==> src/verilog/icu_pkg.sv <==
// Package of constants and carrier types for the interrupt control unit
package icu_pkg;

  // ==========================================================
  // Sources and widths
  localparam int ICU_NSRC = 4;
  localparam int ICU_SRC_PIN = 0;
  localparam int ICU_SRC_CMP = 1;
  localparam int ICU_SRC_WT = 2;
  localparam int ICU_SRC_NT = 3;

  // ==========================================================
  // Register map (byte offsets on AXI4-Lite)
  localparam logic [7:0] ICU_OFS_FLAG = 8'h00;
  localparam logic [7:0] ICU_OFS_ENABLE = 8'h04;
  localparam logic [7:0] ICU_OFS_EDGE = 8'h08;
  localparam logic [7:0] ICU_OFS_GLOBAL = 8'h0c;
  localparam logic [7:0] ICU_OFS_SP = 8'h10;
  localparam logic [7:0] ICU_OFS_IRQ_STAT = 8'h14;
  localparam logic [7:0] ICU_OFS_IRQ_MASK = 8'h18;

  // ==========================================================
  // Reset values and fixed addresses
  localparam logic [3:0] ICU_FLAG_RST = 4'h0;
  localparam logic [3:0] ICU_ENABLE_RST = 4'h0;
  localparam logic [7:0] ICU_EDGE_RST = 8'h00;
  localparam logic [7:0] ICU_SP_RST = 8'h00;
  localparam logic [15:0] ICU_VECTOR = 16'h0010;
  localparam logic [7:0] ICU_SP_STEP = 8'h02;
  localparam logic [1:0] ICU_RESP_OKAY = 2'h0;
  localparam logic [1:0] ICU_RESP_SLVERR = 2'h2;

  // Edge select codes, two bits per source
  localparam logic [1:0] ICU_EDGE_BOTH = 2'h0;
  localparam logic [1:0] ICU_EDGE_RISE = 2'h1;
  localparam logic [1:0] ICU_EDGE_FALL = 2'h2;

  // ==========================================================
  // Core-side carriers
  typedef struct packed {
    logic instr_done;
    logic enable_global;
    logic disable_global;
    logic reti;
    logic [15:0] pc;
  } icu_core_req_t;

  typedef struct packed {
    logic mem_we;
    logic mem_re;
    logic [7:0] mem_addr;
    logic [15:0] mem_wdata;
    logic pc_load;
    logic [15:0] pc_value;
    logic entry_busy;
  } icu_core_rsp_t;

  typedef enum logic [1:0] {
    ICU_IDLE,
    ICU_PUSH,
    ICU_POP,
    ICU_POP_WAIT
  } icu_state_t;

endpackage : icu_pkg

==> src/verilog/icu_top.sv <==
// Interrupt control unit: flags, enables, stack push/pop and AXI4-Lite registers
//
// Contract
// Four sources: external pin, comparator, wide timer, narrow timer.
// Each source has its own enable bit blocking its interrupt entry.
// Hardware sets flags on events; only software writes clear them.
// Flags set on rising, falling or both edges per edge select.
// Global enable gates all; set by enable, cleared by disable instruction. Here it gates entry only; irq_out ignores it.
// Flags still set when the source enable is zero.
// Entry pushes PC at stack pointer, adds two, clears global enable.
// After entry the next fetch comes from the fixed vector address.
// Return pops PC, subtracts two, sets global enable, resumes.
// Flag register is readable so software can find the source.
// Software keeps stack pointer bit zero at zero.
// Accumulator and flags push/pop use the same stack memory.
// Software reserves two stack bytes per nesting level and push.
// Service routines should clear only the flag they handled.
// Software enables the pin's digital input when used for interrupts.
// A set and a clear in the same cycle leave the flag set.
// A pending request is taken only after the current instruction ends.
//
// The register addresses and the AXI4-Lite register port were chosen for this implementation.
`timescale 1ns/1ns
module icu_top
  import icu_pkg::*;
(
  input wire logic clk_in,
  input wire logic rstn_in,
  input wire logic ce_in,
  // Request sources
  input wire logic external_request_pin_in,
  input wire logic comparator_unit_in,
  input wire logic wide_timer_in,
  input wire logic narrow_timer_in,
  // Core side
  input wire icu_core_req_t core_req_in,
  input wire logic [15:0] mem_rdata_in,
  output icu_core_rsp_t core_rsp_out,
  output logic global_enable_out,
  output logic [7:0] stack_pointer_out,
  output logic irq_out,
  // AXI4-Lite slave
  input wire logic [7:0] s_axi_awaddr,
  input wire logic s_axi_awvalid,
  output logic s_axi_awready,
  input wire logic [31:0] s_axi_wdata,
  input wire logic [3:0] s_axi_wstrb,
  input wire logic s_axi_wvalid,
  output logic s_axi_wready,
  output logic [1:0] s_axi_bresp,
  output logic s_axi_bvalid,
  input wire logic s_axi_bready,
  input wire logic [7:0] s_axi_araddr,
  input wire logic s_axi_arvalid,
  output logic s_axi_arready,
  output logic [31:0] s_axi_rdata,
  output logic [1:0] s_axi_rresp,
  output logic s_axi_rvalid,
  input wire logic s_axi_rready
);

  // ==========================================================
  // State record
  typedef struct packed {
    icu_state_t state;
    logic [ICU_NSRC-1:0] flag;
    logic [ICU_NSRC-1:0] enable;
    logic [2*ICU_NSRC-1:0] edge_sel;
    logic global_en;
    logic [7:0] sp;
    logic [ICU_NSRC-1:0] irq_stat;
    logic [ICU_NSRC-1:0] irq_mask;
    icu_core_rsp_t rsp;
    logic irq;
    logic aw_got;
    logic [7:0] aw_addr;
    logic w_got;
    logic [31:0] w_data;
    logic [3:0] w_strb;
    logic awready;
    logic wready;
    logic bvalid;
    logic [1:0] bresp;
    logic arready;
    logic rvalid;
    logic [31:0] rdata;
    logic [1:0] rresp;
  } icu_regs_t;

  icu_regs_t s_r;
  icu_regs_t s_nxt;

  logic [ICU_NSRC-1:0] src_level;
  logic [ICU_NSRC-1:0] src_event;

  // ==========================================================
  // Source gathering and edge detection
  assign src_level[ICU_SRC_PIN] = external_request_pin_in;
  assign src_level[ICU_SRC_CMP] = comparator_unit_in;
  assign src_level[ICU_SRC_WT] = wide_timer_in;
  assign src_level[ICU_SRC_NT] = narrow_timer_in;

  icu_edge_detect u_edge (
    .clk_in(clk_in),
    .rstn_in(rstn_in),
    .ce_in(ce_in),
    .level_in(src_level),
    .edge_sel_in(s_r.edge_sel),
    .event_out(src_event)
  );

  // Byte-lane merge, used for every writable register except the status register
  function automatic logic [31:0] lane_merge(input logic [31:0] old, input logic [31:0] data, input logic [3:0] strb);
    logic [31:0] res;
    res = old;
    for (int i = 0; i < 4; i++)
    begin
      if (strb[i])
        res[8*i +: 8] = data[8*i +: 8];
    end
    lane_merge = res;
  endfunction

  // Address decode shared by read and write
  function automatic logic addr_ok(input logic [7:0] a);
    addr_ok = (a == ICU_OFS_FLAG) || (a == ICU_OFS_ENABLE) || (a == ICU_OFS_EDGE) ||
              (a == ICU_OFS_GLOBAL) || (a == ICU_OFS_SP) || (a == ICU_OFS_IRQ_STAT) ||
              (a == ICU_OFS_IRQ_MASK);
  endfunction

  // ==========================================================
  // Next-state logic
  always_comb
  begin
    logic [31:0] wv;
    logic [ICU_NSRC-1:0] clr;
    logic [ICU_NSRC-1:0] stat_clr;
    logic take;
    logic do_write;
    wv = '0;
    clr = '0;
    stat_clr = '0;
    take = 1'b0;
    do_write = 1'b0;
    s_nxt = s_r;
    s_nxt.rsp.mem_we = 1'b0;
    s_nxt.rsp.mem_re = 1'b0;
    s_nxt.rsp.pc_load = 1'b0;

    // Write address and data taken in either order
    if (s_axi_awvalid && s_r.awready)
    begin
      s_nxt.aw_got = 1'b1;
      s_nxt.aw_addr = s_axi_awaddr;
      s_nxt.awready = 1'b0;
    end
    if (s_axi_wvalid && s_r.wready)
    begin
      s_nxt.w_got = 1'b1;
      s_nxt.w_data = s_axi_wdata;
      s_nxt.w_strb = s_axi_wstrb;
      s_nxt.wready = 1'b0;
    end
    if (s_r.aw_got && s_r.w_got && !s_r.bvalid)
    begin
      do_write = 1'b1;
      s_nxt.bvalid = 1'b1;
      s_nxt.bresp = addr_ok(s_r.aw_addr) ? ICU_RESP_OKAY : ICU_RESP_SLVERR;
      s_nxt.aw_got = 1'b0;
      s_nxt.w_got = 1'b0;
    end
    if (s_r.bvalid && s_axi_bready)
    begin
      s_nxt.bvalid = 1'b0;
      s_nxt.awready = 1'b1;
      s_nxt.wready = 1'b1;
    end

    // Register writes; flag bits clear where a zero is written, status bits where a one is written
    if (do_write)
    begin
      unique case (s_r.aw_addr)
        ICU_OFS_FLAG:
        begin
          wv = lane_merge({28'h0, s_r.flag}, s_r.w_data, s_r.w_strb);
          clr = s_r.flag & ~wv[ICU_NSRC-1:0];
        end
        ICU_OFS_ENABLE:
        begin
          wv = lane_merge({28'h0, s_r.enable}, s_r.w_data, s_r.w_strb);
          s_nxt.enable = wv[ICU_NSRC-1:0];
        end
        ICU_OFS_EDGE:
        begin
          wv = lane_merge({24'h0, s_r.edge_sel}, s_r.w_data, s_r.w_strb);
          s_nxt.edge_sel = wv[2*ICU_NSRC-1:0];
        end
        ICU_OFS_GLOBAL:
        begin
          wv = lane_merge({31'h0, s_r.global_en}, s_r.w_data, s_r.w_strb);
          s_nxt.global_en = wv[0];
        end
        ICU_OFS_SP:
        begin
          wv = lane_merge({24'h0, s_r.sp}, s_r.w_data, s_r.w_strb);
          s_nxt.sp = wv[7:0];
        end
        ICU_OFS_IRQ_STAT:
        begin
          if (s_r.w_strb[0])
            stat_clr = s_r.w_data[ICU_NSRC-1:0];
        end
        ICU_OFS_IRQ_MASK:
        begin
          wv = lane_merge({28'h0, s_r.irq_mask}, s_r.w_data, s_r.w_strb);
          s_nxt.irq_mask = wv[ICU_NSRC-1:0];
        end
        default: wv = '0;
      endcase
    end

    // Flags set regardless of enables, and set beats clear
    s_nxt.flag = (s_r.flag & ~clr) | src_event;
    s_nxt.irq_stat = (s_r.irq_stat & ~stat_clr) | src_event;
    s_nxt.irq = |(s_nxt.irq_stat & s_nxt.irq_mask);

    // Read channel, one outstanding read
    if (s_axi_arvalid && s_r.arready)
    begin
      s_nxt.arready = 1'b0;
      s_nxt.rvalid = 1'b1;
      s_nxt.rresp = addr_ok(s_axi_araddr) ? ICU_RESP_OKAY : ICU_RESP_SLVERR;
      unique case (s_axi_araddr)
        ICU_OFS_FLAG: s_nxt.rdata = {28'h0, s_r.flag};
        ICU_OFS_ENABLE: s_nxt.rdata = {28'h0, s_r.enable};
        ICU_OFS_EDGE: s_nxt.rdata = {24'h0, s_r.edge_sel};
        ICU_OFS_GLOBAL: s_nxt.rdata = {31'h0, s_r.global_en};
        ICU_OFS_SP: s_nxt.rdata = {24'h0, s_r.sp};
        ICU_OFS_IRQ_STAT: s_nxt.rdata = {28'h0, s_r.irq_stat};
        ICU_OFS_IRQ_MASK: s_nxt.rdata = {28'h0, s_r.irq_mask};
        default: s_nxt.rdata = 32'h0;
      endcase
    end
    if (s_r.rvalid && s_axi_rready)
    begin
      s_nxt.rvalid = 1'b0;
      s_nxt.arready = 1'b1;
    end

    // Global enable instructions; ignored while entry or return runs
    if (s_r.state == ICU_IDLE)
    begin
      if (core_req_in.enable_global)
        s_nxt.global_en = 1'b1;
      if (core_req_in.disable_global)
        s_nxt.global_en = 1'b0;
    end

    // Entry and return sequencer
    take = s_r.global_en && |(s_r.flag & s_r.enable);
    unique case (s_r.state)
      ICU_IDLE:
      begin
        if (core_req_in.instr_done && core_req_in.reti)
        begin
          // Pop reads the word just below the pointer
          s_nxt.rsp.mem_re = 1'b1;
          s_nxt.rsp.mem_addr = s_r.sp - ICU_SP_STEP;
          s_nxt.rsp.entry_busy = 1'b1;
          s_nxt.state = ICU_POP;
        end
        else if (core_req_in.instr_done && take)
        begin
          s_nxt.rsp.mem_we = 1'b1;
          s_nxt.rsp.mem_addr = s_r.sp;
          s_nxt.rsp.mem_wdata = core_req_in.pc;
          s_nxt.rsp.pc_load = 1'b1;
          s_nxt.rsp.pc_value = ICU_VECTOR;
          s_nxt.rsp.entry_busy = 1'b1;
          s_nxt.sp = s_r.sp + ICU_SP_STEP;
          s_nxt.global_en = 1'b0;
          s_nxt.state = ICU_PUSH;
        end
      end
      ICU_PUSH:
      begin
        s_nxt.rsp.entry_busy = 1'b0;
        s_nxt.state = ICU_IDLE;
      end
      ICU_POP:
        s_nxt.state = ICU_POP_WAIT;
      ICU_POP_WAIT:
      begin
        // Memory answers one cycle after the read strobe
        s_nxt.rsp.pc_load = 1'b1;
        s_nxt.rsp.pc_value = mem_rdata_in;
        s_nxt.rsp.entry_busy = 1'b0;
        s_nxt.sp = s_r.sp - ICU_SP_STEP;
        s_nxt.global_en = 1'b1;
        s_nxt.state = ICU_IDLE;
      end
    endcase
  end

  // ==========================================================
  // State register with clock enable
  always_ff @(posedge clk_in)
  begin
    if (!rstn_in)
    begin
      s_r <= '0;
      s_r.state <= ICU_IDLE;
      s_r.flag <= ICU_FLAG_RST;
      s_r.enable <= ICU_ENABLE_RST;
      s_r.edge_sel <= ICU_EDGE_RST;
      s_r.sp <= ICU_SP_RST;
      s_r.awready <= 1'b1;
      s_r.wready <= 1'b1;
      s_r.arready <= 1'b1;
    end
    else if (ce_in)
      s_r <= s_nxt;
  end

  // ==========================================================
  // Outputs straight from flip-flops
  assign core_rsp_out = s_r.rsp;
  assign global_enable_out = s_r.global_en;
  assign stack_pointer_out = s_r.sp;
  assign irq_out = s_r.irq;
  assign s_axi_awready = s_r.awready;
  assign s_axi_wready = s_r.wready;
  assign s_axi_bresp = s_r.bresp;
  assign s_axi_bvalid = s_r.bvalid;
  assign s_axi_arready = s_r.arready;
  assign s_axi_rdata = s_r.rdata;
  assign s_axi_rresp = s_r.rresp;
  assign s_axi_rvalid = s_r.rvalid;

endmodule // icu_top

==> src/verilog/icu_edge_detect.sv <==
// Per-source edge detector with selectable sensitivity
`timescale 1ns/1ns
module icu_edge_detect
  import icu_pkg::*;
(
  input wire logic clk_in,
  input wire logic rstn_in,
  input wire logic ce_in,
  input wire logic [ICU_NSRC-1:0] level_in,
  input wire logic [2*ICU_NSRC-1:0] edge_sel_in,
  output logic [ICU_NSRC-1:0] event_out
);

  // ==========================================================
  // Decode of one source's sensitivity
  function automatic logic edge_hit(input logic [1:0] sel, input logic prev, input logic cur);
    logic rise;
    logic fall;
    rise = cur & ~prev;
    fall = prev & ~cur;
    unique case (sel)
      ICU_EDGE_RISE: edge_hit = rise;
      ICU_EDGE_FALL: edge_hit = fall;
      ICU_EDGE_BOTH: edge_hit = rise | fall;
      default: edge_hit = 1'b0;
    endcase
  endfunction

  logic [ICU_NSRC-1:0] prev_r;

  // Previous level held for comparison
  always_ff @(posedge clk_in)
  begin
    if (!rstn_in)
      prev_r <= '0;
    else if (ce_in)
      prev_r <= level_in;
  end

  // Event is combinational so a flag sets on the edge's own cycle
  genvar g;
  generate
    for (g = 0; g < ICU_NSRC; g++)
    begin : g_src
      assign event_out[g] = ce_in & edge_hit(edge_sel_in[2*g +: 2], prev_r[g], level_in[g]);
    end
  endgenerate

endmodule // icu_edge_detect

==> config.mk <==
export PLATFORM = sky130hd
export DESIGN_NAME = icu_top
export DESIGN_NICKNAME = d
export VERILOG_FILES = /design/src/verilog/icu_pkg.sv /design/src/verilog/icu_top.sv /design/src/verilog/icu_edge_detect.sv
export SDC_FILE = /design/constraint.sdc
export NUM_CORES = 1
export LEC_CHECK = 0
export CAP_MARGIN = 20
export CORE_MARGIN = 8
export CORE_UTILIZATION = 64
export CTS_CLUSTER_DIAMETER = 150
export DETAILED_ROUTE_END_ITERATION = 12
export DONT_BUFFER_PORTS = 1
export GPL_ROUTABILITY_DRIVEN = 0
export PLACE_DENSITY = 0.89
export SYNTH_ARGS = -nofsm -noshare
export SYNTH_HDL_FRONTEND = slang
export SYNTH_SLANG_ARGS = --single-unit
==> constraint.sdc <==
create_clock -name clk_in -period 2.57 [get_ports clk_in]
set_clock_uncertainty 0.05 [all_clocks]
set_input_delay 0.257 -clock clk_in [delete_from_list [all_inputs] [get_ports clk_in]]
set_output_delay 0.257 -clock clk_in [all_outputs]
set_load 0.005 [all_outputs]
==> results.json <==
{
  "syn_area_per_cell_um2": 8.223,
  "htree_num_levels": 4,
  "clock-sinks": 118,
  "worstMarginPinSlew_ns": 0.8786,
  "cts_max_path_buffers": 2,
  "synth_warnings": 0,
  "synth_top_area_cell": "dfxtp_1",
  "clk_pin_slew_ns": 0.06,
  "crit_path_start_kind": "register",
  "crit_fanout": 17,
  "critPathSlowestCell": "nand2_1",
  "finalHoldViolations": 0,
  "n_antenna_cell": 0,
  "cpPeakStageDelay_ns": 0.47,
  "fin_tns_setup_ns": 0,
  "fin_nets": 890,
  "initial_core_util_pct": 66.04,
  "cts_made_buffers": 17,
  "setup_viol": 0,
  "drt-total-wl_um": 18720,
  "cap_violations": 0,
  "timing.critical_path.cells": "inv_1 -> ha_1 -> inv_1 -> a2111oi_4 -> nand2_1 -> nand2_1 -> a21oi_1",
  "synth_edf_count": 0,
  "syn2layout_area_growth_pct": 12.70,
  "ant_nets": 0,
  "synthArstFlopShare_pct": 0,
  "synth_ff_type": "dfxtp_1",
  "r2r_start": "s_r[165]$_SDFFE_PN0P_",
  "slew_headroom_pct": 41.23,
  "clk-insertion-delay-late_ns": 0.54,
  "leakagePower_nw": 2.730,
  "rows": 36,
  "cp_top_family": "simple AND/OR/NAND/NOR gates",
  "num_io_pins": 195,
  "power.density_nw_per_um2": 695.7,
  "die_w_um": 116.4,
  "grt_use_total_pct": 27.21,
  "grt_pass1_wl_um": 28890,
  "synth.area.top_cells": "dfxtp_1 37%, buf_4 11%, a21oi_1 6.6%, nand2_1 6.4%, mux2i_1 5.1%",
  "viasPerCell": 6.246,
  "post-route-period-util_pct": 92.61,
  "pre_cts_slack_ns": 0.2558,
  "hold_path_class": "input pin to register",
  "hold_start": "core_req_in[19]",
  "ys_top_cells_by_count": "118 x dfxtp_1, 110 x nand2_1, 94 x buf_4, 85 x a21oi_1, 54 x nor2_1",
  "antenna_found_initial": 0,
  "period_minus_slack_ns": 2.380,
  "path_class": "register to register",
  "synth_most_common_cell": "dfxtp_1",
  "yosysSeqAreaShare_pct": 36.60,
  "status": "complete, no violations",
  "cts_root_buf": "clkbuf_8",
  "required_ns": 2.93,
  "synth.distinct_cells": 72,
  "startpoint": "s_r[165]$_SDFFE_PN0P_",
  "crit_buf_inv": 2,
  "fmax_mhz": 420.1,
  "synth_area_um2": 6455,
  "drt-initial-drc-count": 537,
  "num_vias": 5759,
  "io_buffers": 0,
  "wire_per_inst_um": 20.31,
  "dr.pass1.iters": 6,
  "fin_ws_ns": 0.1898,
  "die_area_um2": 13560,
  "fp.dieH_um": 116.4,
  "end_kind": "register",
  "drv_slew": 0,
  "grt_pass1_vias": 5779,
  "netlist.area_leader.share_pct": 36.60,
  "critical_path_arrival_ns": 2.74,
  "drive_gt1_share_pct": 8.619,
  "netlist_instances": 785,
  "vdd_drop_max_v": 0.0004338,
  "grt_max_degree": 38,
  "ys_ff_latch": 118,
  "drc": 0,
  "rsz0062_at_grt": "no",
  "fp.coreArea_um2": 9774,
  "dp_hpwl_um": 11860,
  "tritoncts": "built",
  "grt_overflow_total": 0
}
## registers in the layout, summed over array words and instances (netlist names)
signal and count:
irq_out 1, u_edge.prev_r 4, s_axi_rvalid 1, s_r 45, s_axi_rresp 1, s_axi_bresp 1, s_axi_arready 1, s_axi_awready 1
core_rsp_out 44, s_axi_wready 1, stack_pointer_out 8, global_enable_out 1, s_axi_bvalid 1, s_axi_rdata 8
## worst paths after layout
check             depth (start not counted)  slack (ns)                             to
setup / recovery                          7        0.19  core_rsp_out[23]$_SDFFE_PN0P_
hold / removal                            2       0.001  core_rsp_out[40]$_SDFFE_PN0P_
setup reg to reg                          7        0.19  core_rsp_out[23]$_SDFFE_PN0P_
hold reg to reg                           2        0.42    s_axi_rdata[1]$_SDFFE_PN0P_
## power by group
group / total (W) / internal (W) / switching, W / leakage [nW]
clock: 0.00257 / 0.00169 / 0.000873 / 0.308
sequential: 0.00197 / 0.00189 / 0.0000797 / 0.959
combinational: 0.000524 / 0.000228 / 0.000296 / 1.46
total: 0.00506 / 0.00381 / 0.00125 / 2.73
## cell usage in the layout, fill, tap and decap left out, drive strengths merged, types with 19 or more instances in the layout
master,count
conb,26
clkbuf,19
a21oi,85
o21ai,33
inv,24
nand3,29
dlygate4sd3,68
nand2,110
mux2i,33
nor2,54
dfxtp,118
## per-stage QoR
| stage | power [W] | area [µm²] | std cells | utilization [%] | hold slack, ns |
|---|---|---|---|---|---|
| final | 0.005061 | 7274 | 922 | 74.42 | 0.001217 |
| after global placement | 0.002372 | 5934 | 821 | 60.71 | 0.2841 |
| after CTS | 0.005026 | 7269 | 922 | 74.37 | 0.0005720 |
| after detailed placement | 0.002398 | 5934 | 821 | 60.71 | 0.2876 |
| after global routing | 0.005185 | 7274 | 922 | 74.42 | 0.02031 |
| after floorplan | 0.002368 | 6549 | 810 | - | 0.3430 |
## layout make-up
type                       count  area, µm²
inverter                      23      86.33
fill                         669       2500
timing repair buffer          82      798.3
clock buffer                  19      431.7
sequential                   118       2362
tap                          133      166.4
multi-input combinational    534       3227
clock inverter                13      202.7
## per-layer routing
metal / global-route usage [%] / vias up / routed length (µm)
li1: - / 2604 / -
met4: 17.29 / 0 / 765
met2: 43.88 / 398 / 9014
met3: 10.19 / 87 / 2148
met5: 0 / - / 0
met1: 29.75 / 2670 / 6794
## cells by family after synthesis
| group | count (synthesis) | synth area share [%] |
|---|---|---|
| buffers and inverters | 158 | 14.94 |
| and+or+nand+nor | 258 | 18.98 |
| xor gates and xnor gates | 2 | 0.2714 |
| muxes | 43 | 7.211 |
| DFF | 118 | 36.60 |
| AOI/OAI and AO/OA | 191 | 19.23 |
| other | 1 | 0.05810 |
| adders and majority gates | 14 | 2.714 |
## timing repair
action                                  4_1_cts  5_1_grt
hold endpoints to repair                     91        0
endpoints found under the setup margin        0        1
hold buffers                                 69        0
buffers inserted                              0        0
resized for setup                             0        1
Power figures use the tool's default switching activity.
